## config.mk

```make
export PLATFORM = sky130hd
export DESIGN_NAME = ddr_tp_master_flat
export DESIGN_NICKNAME = d
export VERILOG_FILES = /design/src/include/ddr_tp_pkg.sv /design/src/include/ddr_axi_if.sv /design/src/hdl/ddr_tp_master.sv /design/src/flat_wrapper.sv
export SDC_FILE = /design/constraint.sdc
export NUM_CORES = 1
export LEC_CHECK = 0
export ABC_AREA = 1
export BUFFER_PORTS_ARGS = -buffer_cell sky130_fd_sc_hd__buf_2
export CAP_MARGIN = 20
export CORE_MARGIN = 2
export CORE_UTILIZATION = 35
export DETAILED_ROUTE_END_ITERATION = 12
export GPL_TIMING_DRIVEN = 0
export SYNTH_ARGS = -nofsm -noshare
export SYNTH_HDL_FRONTEND = slang
export SYNTH_SLANG_ARGS = --single-unit
```

## constraint.sdc

```tcl
create_clock -name i_clk -period 4.2 [get_ports i_clk]
set_clock_uncertainty 0.2 [all_clocks]
set_input_delay 0.84 -clock i_clk [delete_from_list [all_inputs] [get_ports i_clk]]
set_output_delay 0.84 -clock i_clk [all_outputs]
set_load 0.02 [all_outputs]
```

## src/include/ddr_tp_pkg.sv

```systemverilog
// Shared constants for the burst throughput master and the memory end
package ddr_tp_pkg;
  localparam int DATA_W = 64;
  localparam int ADDR_W = 32;
  localparam logic [7:0] BURST_LEN = 8'h0F; // Sixteen beats per burst
  localparam logic [3:0] LAST_BEAT = 4'hF;
  localparam logic [31:0] BURST_BYTES = 32'h00000080;
  localparam logic [31:0] BEAT_BYTES = 32'h00000008;
  localparam logic [31:0] BASE_ADDR = 32'h00000000;
  localparam logic [2:0] BEAT_SIZE = 3'h3; // Eight bytes per beat
  localparam logic [1:0] BURST_INCR = 2'h1;
  localparam logic [1:0] RESP_OKAY = 2'h0;
  localparam logic [1:0] RESP_SLVERR = 2'h2;
  localparam logic [1:0] RESP_DECERR = 2'h3;
  localparam logic [2:0] SIZE_MAX = 3'h4; // Size code 4 is 32 KB
  localparam logic [11:0] BURSTS_2KB = 12'h010; // 2 KB in 128-byte bursts
  localparam int MEM_CLK_RATIO = 2; // Memory clock over fabric clock
  localparam int DRAM_BL = 8;
  localparam int RD_QUEUE = 4; // Queued read addresses
  localparam int FIFO_DEPTH = 8;
  localparam int MEM_WORDS = 256;
  localparam logic [31:0] MEM_LIMIT = 32'h00008000;
endpackage

```

## src/include/ddr_axi_if.sv

```systemverilog
// AXI channels between the throughput master and the memory end
`timescale 1ns/1ps
interface ddr_axi_if;
  logic [31:0] awaddr;
  logic [7:0] awlen;
  logic [2:0] awsize;
  logic [1:0] awburst;
  logic awvalid;
  logic awready;
  logic [63:0] wdata;
  logic [7:0] wstrb;
  logic wlast;
  logic wvalid;
  logic wready;
  logic [1:0] bresp;
  logic bvalid;
  logic bready;
  logic [31:0] araddr;
  logic [7:0] arlen;
  logic [2:0] arsize;
  logic [1:0] arburst;
  logic arvalid;
  logic arready;
  logic [63:0] rdata;
  logic [1:0] rresp;
  logic rlast;
  logic rvalid;
  logic rready;
  modport master (
    output awaddr, awlen, awsize, awburst, awvalid, input awready,
    output wdata, wstrb, wlast, wvalid, input wready,
    input bresp, bvalid, output bready,
    output araddr, arlen, arsize, arburst, arvalid, input arready,
    input rdata, rresp, rlast, rvalid, output rready
  );
  modport slave (
    input awaddr, awlen, awsize, awburst, awvalid, output awready,
    input wdata, wstrb, wlast, wvalid, output wready,
    output bresp, bvalid, input bready,
    input araddr, arlen, arsize, arburst, arvalid, output arready,
    output rdata, rresp, rlast, rvalid, input rready
  );
endinterface

```

## src/hdl/ddr_tp_master.sv

```systemverilog
// Burst master: writes a counting pattern, reads it back, times each run
//
// What this block does
// - Transfer sizes 2, 4, 8, 16, 32 KB
// - Write counting pattern, report clock count
// - Reads compared to pattern, mismatch lights LED
// - Memory clock twice the fabric clock
// - Data path 64 bits wide
// - Memory side bursts of 4, 8 or 16
// - Slave accepts bursts up to sixteen beats
// - Every burst sixteen beats, DRAM burst eight
// - Write-last only on final beat of burst
// - Write response only after all data beats
// - Next write address before previous response
// - Watch write responses, stop on error
// - Up to five reads outstanding, four queued plus one in service
// - Five read addresses accepted back to back
// - Keep issuing reads while address ready holds
// - Long sequential runs, no single-beat bursts
// - Addresses start at zero, step 128
// - Write count: first address to last write-last
// - Read count: first address to last read-last
// - Error LED output active low
`timescale 1ns/1ps
module ddr_tp_master (
  input wire logic i_clk,
  input wire logic i_rstn,
  input wire logic i_ce,
  input wire logic i_wr_cmd,
  input wire logic i_rd_cmd,
  input wire logic [2:0] i_size,
  output logic o_busy,
  output logic o_done,
  output logic [31:0] o_count,
  output logic o_led_err_n,
  output logic o_bresp_err,
  ddr_axi_if.master axi
);
  typedef enum {ST_IDLE, ST_WRITE, ST_WR_RESP, ST_READ} state_t;
  state_t state;
  state_t next_state;
  logic [11:0] nbursts;
  logic [11:0] aw_cnt;
  logic [11:0] w_burst;
  logic [11:0] b_cnt;
  logic [11:0] ar_cnt;
  logic [11:0] r_burst;
  logic [3:0] w_beat;
  logic [3:0] r_beat;
  logic running;
  logic err;
  logic [2:0] size_code;
  logic [11:0] next_nbursts;

  // ----------------------------------------------------------------
  // Address and pattern helpers
  // ----------------------------------------------------------------
  // Burst n starts at base plus n times 128 bytes
  function automatic logic [31:0] burst_addr(input logic [11:0] n);
    burst_addr = ddr_tp_pkg::BASE_ADDR + 32'(32'(n) * ddr_tp_pkg::BURST_BYTES);
  endfunction
  // Pattern word is the running beat number of the operation
  function automatic logic [63:0] pattern(input logic [11:0] n, input logic [3:0] beat);
    pattern = {48'h0, n, beat};
  endfunction

  // ----------------------------------------------------------------
  // Command decode
  // ----------------------------------------------------------------
  // Size code clamps at 32 KB; bursts double per step
  assign size_code = (i_size > ddr_tp_pkg::SIZE_MAX) ? ddr_tp_pkg::SIZE_MAX : i_size;
  assign next_nbursts = ddr_tp_pkg::BURSTS_2KB << size_code;
  wire start_wr = (state == ST_IDLE) && i_wr_cmd && i_ce;
  wire start_rd = (state == ST_IDLE) && !i_wr_cmd && i_rd_cmd && i_ce;

  // ----------------------------------------------------------------
  // Channel handshakes
  // ----------------------------------------------------------------
  wire aw_fire = axi.awvalid && axi.awready && i_ce;
  wire w_fire = axi.wvalid && axi.wready && i_ce;
  wire b_fire = axi.bvalid && axi.bready && i_ce;
  wire ar_fire = axi.arvalid && axi.arready && i_ce;
  wire r_fire = axi.rvalid && axi.rready && i_ce;
  wire b_bad = b_fire && (axi.bresp != ddr_tp_pkg::RESP_OKAY);
  wire aw_stop = o_bresp_err || b_bad;
  wire aw_all = (aw_cnt == nbursts) || aw_stop;
  wire w_end = w_fire && axi.wlast;
  wire w_final = w_end && ((w_burst + 12'h001) == aw_cnt) && aw_all;
  wire r_final = r_fire && axi.rlast && ((r_burst + 12'h001) == nbursts);
  wire r_wrong = r_fire && ((axi.rdata != pattern(r_burst, r_beat))
                 || (axi.rresp != ddr_tp_pkg::RESP_OKAY));

  // ----------------------------------------------------------------
  // AXI request outputs
  // ----------------------------------------------------------------
  // Write addresses run ahead of responses; data follows its address
  assign axi.awvalid = (state == ST_WRITE) && (aw_cnt != nbursts) && !o_bresp_err;
  assign axi.awaddr = burst_addr(aw_cnt);
  assign axi.awlen = ddr_tp_pkg::BURST_LEN;
  assign axi.awsize = ddr_tp_pkg::BEAT_SIZE;
  assign axi.awburst = ddr_tp_pkg::BURST_INCR;
  assign axi.wvalid = (state == ST_WRITE) && (w_burst != aw_cnt);
  assign axi.wdata = pattern(w_burst, w_beat);
  assign axi.wstrb = 8'hFF;
  assign axi.wlast = axi.wvalid && (w_beat == ddr_tp_pkg::LAST_BEAT);
  assign axi.bready = (state == ST_WRITE) || (state == ST_WR_RESP);
  // Read addresses advance as long as the slave keeps taking them
  assign axi.arvalid = (state == ST_READ) && (ar_cnt != nbursts);
  assign axi.araddr = burst_addr(ar_cnt);
  assign axi.arlen = ddr_tp_pkg::BURST_LEN;
  assign axi.arsize = ddr_tp_pkg::BEAT_SIZE;
  assign axi.arburst = ddr_tp_pkg::BURST_INCR;
  assign axi.rready = state == ST_READ;

  // ----------------------------------------------------------------
  // Status outputs
  // ----------------------------------------------------------------
  assign o_busy = state != ST_IDLE;
  assign o_led_err_n = !err;

  // ----------------------------------------------------------------
  // Operation sequencer
  // ----------------------------------------------------------------
  always_comb begin
    next_state = state;
    case (state)
      ST_IDLE: begin
        if (start_wr) begin
          next_state = ST_WRITE;
        end else if (start_rd) begin
          next_state = ST_READ;
        end
      end
      ST_WRITE: begin
        if (w_final) begin
          next_state = ST_WR_RESP;
        end
      end
      ST_WR_RESP: begin
        if ((b_cnt + 12'(b_fire)) == aw_cnt) begin
          next_state = ST_IDLE;
        end
      end
      ST_READ: begin
        if (r_final) begin
          next_state = ST_IDLE;
        end
      end
      default: begin
        next_state = ST_IDLE;
      end
    endcase
  end

  // State register and done pulse
  always_ff @(posedge i_clk or negedge i_rstn) begin
    if (!i_rstn) begin
      state <= ST_IDLE;
      o_done <= 1'b0;
    end else if (i_ce) begin
      state <= next_state;
      o_done <= (state != ST_IDLE) && (next_state == ST_IDLE);
    end
  end

  // ----------------------------------------------------------------
  // Burst and beat counters
  // ----------------------------------------------------------------
  always_ff @(posedge i_clk or negedge i_rstn) begin
    if (!i_rstn) begin
      nbursts <= '0;
      aw_cnt <= '0;
      w_burst <= '0;
      w_beat <= '0;
      b_cnt <= '0;
    end else if (start_wr || start_rd) begin
      nbursts <= next_nbursts;
      aw_cnt <= '0;
      w_burst <= '0;
      w_beat <= '0;
      b_cnt <= '0;
    end else begin
      aw_cnt <= aw_cnt + 12'(aw_fire);
      w_beat <= w_beat + 4'(w_fire);
      w_burst <= w_burst + 12'(w_end);
      b_cnt <= b_cnt + 12'(b_fire);
    end
  end

  // Read side counters
  always_ff @(posedge i_clk or negedge i_rstn) begin
    if (!i_rstn) begin
      ar_cnt <= '0;
      r_burst <= '0;
      r_beat <= '0;
    end else if (start_rd) begin
      ar_cnt <= '0;
      r_burst <= '0;
      r_beat <= '0;
    end else begin
      ar_cnt <= ar_cnt + 12'(ar_fire);
      r_beat <= r_beat + 4'(r_fire);
      r_burst <= r_burst + 12'(r_fire && axi.rlast);
    end
  end

  // ----------------------------------------------------------------
  // Clock counter, loaded with one as each operation starts
  // ----------------------------------------------------------------
  always_ff @(posedge i_clk or negedge i_rstn) begin
    if (!i_rstn) begin
      running <= 1'b0;
      o_count <= '0;
    end else if (i_ce) begin
      if (start_wr || start_rd) begin
        running <= 1'b1;
        o_count <= 32'h00000001;
      end else if (running && (w_final || r_final)) begin
        running <= 1'b0; // Final last beat is already counted
      end else if (running) begin
        o_count <= o_count + 32'h00000001;
      end
    end
  end

  // ----------------------------------------------------------------
  // Error flags
  // ----------------------------------------------------------------
  // Mismatch holds until the next read begins; a hit that cycle still sets
  always_ff @(posedge i_clk or negedge i_rstn) begin
    if (!i_rstn) begin
      err <= 1'b0;
      o_bresp_err <= 1'b0;
    end else if (i_ce) begin
      if (r_wrong) begin
        err <= 1'b1;
      end else if (start_rd) begin
        err <= 1'b0;
      end
      if (b_bad) begin
        o_bresp_err <= 1'b1;
      end else if (start_wr) begin
        o_bresp_err <= 1'b0;
      end
    end
  end
endmodule

```

## src/flat_wrapper.sv

```systemverilog
// flat-port wrapper written by rule: the top's interface ports become plain ports
module ddr_tp_master_flat 
  (i_clk, i_rstn, i_ce, i_wr_cmd, i_rd_cmd, i_size, o_busy, o_done, o_count, o_led_err_n, o_bresp_err, axi_awaddr, axi_awlen, axi_awsize, axi_awburst, axi_awvalid, axi_awready, axi_wdata, axi_wstrb, axi_wlast, axi_wvalid, axi_wready, axi_bresp, axi_bvalid, axi_bready, axi_araddr, axi_arlen, axi_arsize, axi_arburst, axi_arvalid, axi_arready, axi_rdata, axi_rresp, axi_rlast, axi_rvalid, axi_rready);
  ddr_axi_if axi_i ();
  input wire logic i_clk;
  input wire logic i_rstn;
  input wire logic i_ce;
  input wire logic i_wr_cmd;
  input wire logic i_rd_cmd;
  input wire logic [2:0] i_size;
  output logic o_busy;
  output logic o_done;
  output logic [31:0] o_count;
  output logic o_led_err_n;
  output logic o_bresp_err;
  output wire logic [$bits(axi_i.awaddr)-1:0] axi_awaddr;
  output wire logic [$bits(axi_i.awlen)-1:0] axi_awlen;
  output wire logic [$bits(axi_i.awsize)-1:0] axi_awsize;
  output wire logic [$bits(axi_i.awburst)-1:0] axi_awburst;
  output wire logic [$bits(axi_i.awvalid)-1:0] axi_awvalid;
  input wire logic [$bits(axi_i.awready)-1:0] axi_awready;
  output wire logic [$bits(axi_i.wdata)-1:0] axi_wdata;
  output wire logic [$bits(axi_i.wstrb)-1:0] axi_wstrb;
  output wire logic [$bits(axi_i.wlast)-1:0] axi_wlast;
  output wire logic [$bits(axi_i.wvalid)-1:0] axi_wvalid;
  input wire logic [$bits(axi_i.wready)-1:0] axi_wready;
  input wire logic [$bits(axi_i.bresp)-1:0] axi_bresp;
  input wire logic [$bits(axi_i.bvalid)-1:0] axi_bvalid;
  output wire logic [$bits(axi_i.bready)-1:0] axi_bready;
  output wire logic [$bits(axi_i.araddr)-1:0] axi_araddr;
  output wire logic [$bits(axi_i.arlen)-1:0] axi_arlen;
  output wire logic [$bits(axi_i.arsize)-1:0] axi_arsize;
  output wire logic [$bits(axi_i.arburst)-1:0] axi_arburst;
  output wire logic [$bits(axi_i.arvalid)-1:0] axi_arvalid;
  input wire logic [$bits(axi_i.arready)-1:0] axi_arready;
  input wire logic [$bits(axi_i.rdata)-1:0] axi_rdata;
  input wire logic [$bits(axi_i.rresp)-1:0] axi_rresp;
  input wire logic [$bits(axi_i.rlast)-1:0] axi_rlast;
  input wire logic [$bits(axi_i.rvalid)-1:0] axi_rvalid;
  output wire logic [$bits(axi_i.rready)-1:0] axi_rready;
  assign axi_awaddr = axi_i.awaddr;
  assign axi_awlen = axi_i.awlen;
  assign axi_awsize = axi_i.awsize;
  assign axi_awburst = axi_i.awburst;
  assign axi_awvalid = axi_i.awvalid;
  assign axi_i.awready = axi_awready;
  assign axi_wdata = axi_i.wdata;
  assign axi_wstrb = axi_i.wstrb;
  assign axi_wlast = axi_i.wlast;
  assign axi_wvalid = axi_i.wvalid;
  assign axi_i.wready = axi_wready;
  assign axi_i.bresp = axi_bresp;
  assign axi_i.bvalid = axi_bvalid;
  assign axi_bready = axi_i.bready;
  assign axi_araddr = axi_i.araddr;
  assign axi_arlen = axi_i.arlen;
  assign axi_arsize = axi_i.arsize;
  assign axi_arburst = axi_i.arburst;
  assign axi_arvalid = axi_i.arvalid;
  assign axi_i.arready = axi_arready;
  assign axi_i.rdata = axi_rdata;
  assign axi_i.rresp = axi_rresp;
  assign axi_i.rlast = axi_rlast;
  assign axi_i.rvalid = axi_rvalid;
  assign axi_rready = axi_i.rready;
  ddr_tp_master u_core (.i_clk(i_clk), .i_rstn(i_rstn), .i_ce(i_ce), .i_wr_cmd(i_wr_cmd), .i_rd_cmd(i_rd_cmd), .i_size(i_size), .o_busy(o_busy), .o_done(o_done), .o_count(o_count), .o_led_err_n(o_led_err_n), .o_bresp_err(o_bresp_err), .axi(axi_i));
endmodule
```

; After elaboration in Yosys (flattened, before gate mapping)
; Index checks and enable logic that the tools add are counted.
[word_totals]
inputBits = 82
regBits = 148
output_inout_bits = 204
[classes]
muxes = 23
order_cmp = 1
shifts = 1
addsub = 10
eq_ne = 16
reduce_logical = 52
[ops]
columns = op, n
row1 = two-way mux 32 bit, 8
row2 = one-hot mux 32 bit (4 select lines), 1
row3 = equality test 32 x 2 -> 1 bit (second input constant), 3
row4 = zero test 32 bit, 3
row5 = equality test 32 x 3 -> 1 bit (second input constant), 2
row6 = inequality test 64 x 16 -> 1 bit, 1
row7 = adder 12 x 1 -> 12 bit, 5
row8 = two-way mux 12 bit, 5
row9 = equality test 12 bit, 4
row10 = inequality test 12 bit, 3
row11 = adder 32 x 1 -> 32 bit (second input constant), 1
row12 = equality test 32 x 1 -> 1 bit (second input constant), 1
row13 = nonzero test 32 bit, 1
row14 = logical AND 1 bit, 29
row15 = adder 12 x 1 -> 12 bit (second input constant), 2
row16 = nonzero test 2 bit, 6
row17 = left shift 5 x 3 -> 12 bit (first input constant), 1
row18 = adder 4 x 1 -> 4 bit, 2
row19 = two-way mux 4 bit, 2
row20 = logical OR 1 bit, 6
row21 = two-way mux 1 bit, 6
row22 = AND reduction 2 bit, 3
row23 = equality test 4 bit (second input constant), 1
row24 = > comparator 3 bit (second input constant), 1
row25 = other kinds (4), 6

; Longest topological paths before layout
[depth]
word_depth = 12
ltp_mapped = 23
ltp_nobuf = 23

; Worst setup path before layout
; No wires, ideal clock.
[synth_path]
path_type = register -> register
start = reg u_core.state[3]
end = reg u_core.aw_cnt[11]
arrival_time_ps = 3093
setup_slack_ps = 843
path_stages_with_launch = 22
required_time_ps = 3937
cell_sequence = dfrtp_1 nor2_1 inv_1 nor2_1 nand2_1 nor3_1 inv_1 nor3_1 and3_1 ha_1 nand3_1 nor2_1 nand2_1 nor2_1 nand2_1 nor2_1 inv_1 nor2_1 inv_1 o21ai_0 nand3_1 inv_1
[synth_via]
elab_chain_cells = 7
[synth_lines]
columns = item, line
row1 = start: declaration, ddr_tp_master.sv:40  ; state_t state;
row2 = start signal: assignment, ddr_tp_master.sv:161  ; state <= next_state;
row3 = equality test 32 x 2 -> 1 bit, ddr_tp_master.sv:97  ; assign axi.awvalid = (state == ST_WRITE) && (aw_cnt != nbursts) && !o_bresp_err;
row4 = logical AND 1 bit (2 in series), ddr_tp_master.sv:97
row5 = net axi_awvalid, flat_wrapper.sv:20  ; output wire logic [$bits(axi_i.awvalid)-1:0] axi_awvalid;
row6 = logical AND 1 bit (2 in series), ddr_tp_master.sv:79  ; wire aw_fire = axi.awvalid && axi.awready && i_ce;
row7 = adder 12 x 1 -> 12 bit, ddr_tp_master.sv:183  ; aw_cnt <= aw_cnt + 12'(aw_fire);
row8 = two-way mux 12 bit, ddr_tp_master.sv:176  ; end else if (start_wr || start_rd) begin
row9 = end signal: assignment, ddr_tp_master.sv:183
row10 = end: declaration, ddr_tp_master.sv:43  ; logic [11:0] aw_cnt;
; The timed path passes the listed nets, and every way through them passes these cells.
; A chain may end at the register's enable or synchronous reset.

; Worst setup path in the final report
[layout_path]
start = reg u_core.state[21]
end = reg u_core.o_done
[layout_via]
elab_chain_cells = 12
[layout_lines]
columns = item, line
row1 = "parallel branches: the longest is 11 deep, another holds adder 12 x 1 -> 12 bit", n/a
row2 = logical AND 1 bit *, ddr_tp_master.sv:162  ; o_done <= (state != ST_IDLE) && (next_state == ST_IDLE);
row3 = end signal: assignment, ddr_tp_master.sv:162
row4 = end: declaration, ddr_tp_master.sv:33  ; output logic o_done,
; Every way passes the cells marked *.

==> results.json <==
{
  "status": "completed",
  "fin_nets": 1855,
  "finalWorstSetupSlack_ns": 0.365,
  "grt_util_all_layers_pct": 17.7,
  "slew_headroom_pct": 55.0,
  "final_util_pct": 43.9,
  "finalHoldWorstSlack_ns": 0.173,
  "synth_flop_cell": "dfrtp_1",
  "rsz0062_at_grt": "false",
  "cts-root-buf": "clkbuf_16",
  "antenna_found_initial": 1,
  "wire_per_inst_um": 12.5,
  "synthTopCellsByArea": "dfrtp_1 (35%), nand2_1 (12%), buf_4 (9.1%), inv_1 (8.1%), nand3_1 (7.7%)",
  "layout_common_cells": "nand2_1 (329), inv_1 (220), nor2_1 (185)",
  "drc": 0,
  "synth_edf_count": 0,
  "drtAntennaViolNets": 0,
  "startpoint_type": "register",
  "grt_pass1_vias": 8596,
  "r2r_start": "u_core.state[21]$_DFFE_PN0P_",
  "cts_sinks": 144,
  "design_area_mm2": 0.0126,
  "hp-class": "input port to async pin",
  "pwr-share-comb_pct": 32.4,
  "power_mw": 4.93,
  "required_ns": 4.36,
  "power_leakage_nw": 7.20,
  "hpwl_um": 21100,
  "dr_total_vias": 9401,
  "post-place-ws_ns": 0.133,
  "cp.arrival_ns": 4.00,
  "tns_ns": 0,
  "fin_crit_ns": 3.84,
  "clockBufferDepth": 2,
  "grt_pass1_wl_um": 43700,
  "netlist_instances": 1455,
  "io_buffers": 162,
  "cts_made_buffers": 17,
  "htree_levels": 4,
  "vias_per_cell": 4.36,
  "post-cts-setup-buffers": 0,
  "initial_utilization_pct": 35.5,
  "path_class": "register to register",
  "final_common_cell": "nand2_1",
  "internal-power_mw": 3.03,
  "core_area_mm2": 0.0287,
  "tightest_slew_ns": 0.675,
  "ys_warn_count": 0,
  "netlist_area_mm2": 0.0102,
  "cp_max_fo": 7,
  "fin_cells": 2154,
  "grt_overflow": 0,
  "synth.top_cell.area_share_pct": 35.4,
  "timing.final.crit_share_pct": 91.3,
  "yosys.area.top_type": "dfrtp_1",
  "ys_types": 40,
  "end_kind": "register",
  "dpl_cell_area_mm2": 0.0120,
  "hold_violations": 0,
  "totalWireLength_um": 26800,
  "peakVddDrop_mv": 0.274,
  "num_rows": 62,
  "drive_gt1_share_pct": 20.7,
  "p_sw_share_pct": 38.6,
  "cts-hold-fix-buffers": 0,
  "diodes": 0,
  "avgSynthCellArea_um2": 7.00,
  "synthArstFlopShare_pct": 100,
  "power_density_mw_per_mm2": 391,
  "clockPowerShare_pct": 32.2,
  "die_w_um": 175,
  "worst_skew_pair.late_latency_ns": 0.43,
  "ys_seq_area_share_pct": 35.4,
  "die_h_um": 175,
  "fmaxAchievable_mhz": 261,
  "slew_viol_final": 0,
  "place_inst": 2122,
  "cap_violations": 0,
  "seqPwrFrac_pct": 35.3,
  "drtIter0Drc": 504,
  "drt-pass1-iter-count": 6,
  "setup_viol": 0,
  "die_area_mm2": 0.0305,
  "routabilityCongestion": 0.930,
  "ios": 286,
  "path_clk_slew_ns": 0.07,
  "area_growth_pct": 23.7,
  "cts_tree": "built",
  "p_sw_mw": 1.90,
  "grt_max_degree": 95,
  "ys_ff_latch": 144,
  "startpoint": "u_core.state[21]$_DFFE_PN0P_"
}
[critical path, stage by stage, from the launching register on]
cell and delay (ns):
dfrtp_1 0.38, nor2_1 0.11, nand2_1 0.05, nor2_1 0.24, nand3_2 0.20, nor2_1 0.20
nand3_1 0.19, a21oi_2 0.23, ha_1 0.24, ha_1 0.21, nand2_1 0.15, nor2_4 0.22
nand3_1 0.09, nand2_1 0.10, nand2_1 0.06, nand2_1 0.05, nand2_1 0.05, nor2_1 0.09
nand2_1 0.12, o21bai_1 0.16, nand2_1 0.11, nor3_1 0.17, nand2_1 0.07, nand2_1 0.07
[Yosys cell counts, types with 12 or more instances]
cell type,number
nand3_1,157
nor2_1,187
dfrtp_1,144
nor3_1,23
xor2_1,50
a21oi_1,12
buf_2,17
ha_1,16
xnor2_1,40
o21ai_0,15
inv_1,220
nand2_1,329
nand4_1,29
nor4_1,24
buf_4,123
[state kept, by name (all words and copies together) (netlist names)]
signal	count
u_core.o_count	32
u_core.b_cnt	12
u_core.err	1
u_core.r_burst	12
u_core.w_burst	12
u_core.w_beat	4
u_core.r_beat	4
u_core.state	32
u_core.ar_cnt	12
u_core.running	1
u_core.o_bresp_err	1
u_core.nbursts	8
u_core.o_done	1
u_core.aw_cnt	12
[what timing repair did]
item	in CTS	in global routing
endpoints found under the hold margin	0	0
setup endpoints to repair	0	2
gates resized for setup	0	6
[power by group through the flow]
stage / clock network (mW) / registers [mW] / logic (mW)
detailed placement: 0 / 1.77 / 1.59
CTS: 1.62 / 1.74 / 1.60
global placement: 0 / 1.76 / 1.56
global route: 1.69 / 1.77 / 1.79
finish: 1.59 / 1.74 / 1.60
floorplan: 0 / 1.79 / 1.08
[final timing paths]
| path | to | slack [ns] | cells after the start |
|---|---|---|---|
| worst min register to register | u_core.state[30]$_DFFE_PN0P_ | 0.29 | 2 |
| worst max register to register | u_core.o_done$_DFFE_PN0P_ | 0.36 | 23 |
| max in group asynchronous | u_core.o_done$_DFFE_PN0P_ | 2.78 | 2 |
| worst max-delay path | u_core.o_done$_DFFE_PN0P_ | 0.36 | 23 |
| worst min-delay path | u_core.o_count[5]$_DFFE_PN0P_ | 0.17 | 1 |
| min in group i_clk | u_core.state[30]$_DFFE_PN0P_ | 0.29 | 2 |
[layer usage]
metal / wire, µm / global-route usage [%] / vias up / part of all wire (%)
met1: 12400 / 23.8 / 4228 / 46
met2: 12600 / 29.3 / 249 / 47
met4: 352 / 4.31 / 2 / 1.3
met5: 8 / 0 / - / 0.030
met3: 1490 / 3.37 / 29 / 5.6
li1: - / - / 4893 / -
[final cells by class]
class | count | area [µm²]
fill | 2994 | 16100
inverter | 224 | 841
tap | 384 | 480
timing repair buffer | 163 | 845
sequential | 144 | 3600
buffer | 156 | 1090
clock inverter | 14 | 174
multi-input combinational | 1051 | 5120
clock buffer | 18 | 439
[kinds of logic after synthesis]
family                     after synthesis  share of synthesized area (%)
and+or+nand+nor                        778                           33.2
buffers and inverters                  380                           19.0
DFF                                    144                           35.4
xor gates and xnor gates                90                           7.74
AOI/OAI and AO/OA                       45                           2.69
adders and majority gates               16                           1.97
other                                    2                         0.0737
No activity file was read; power rests on OpenSTA's default activity.
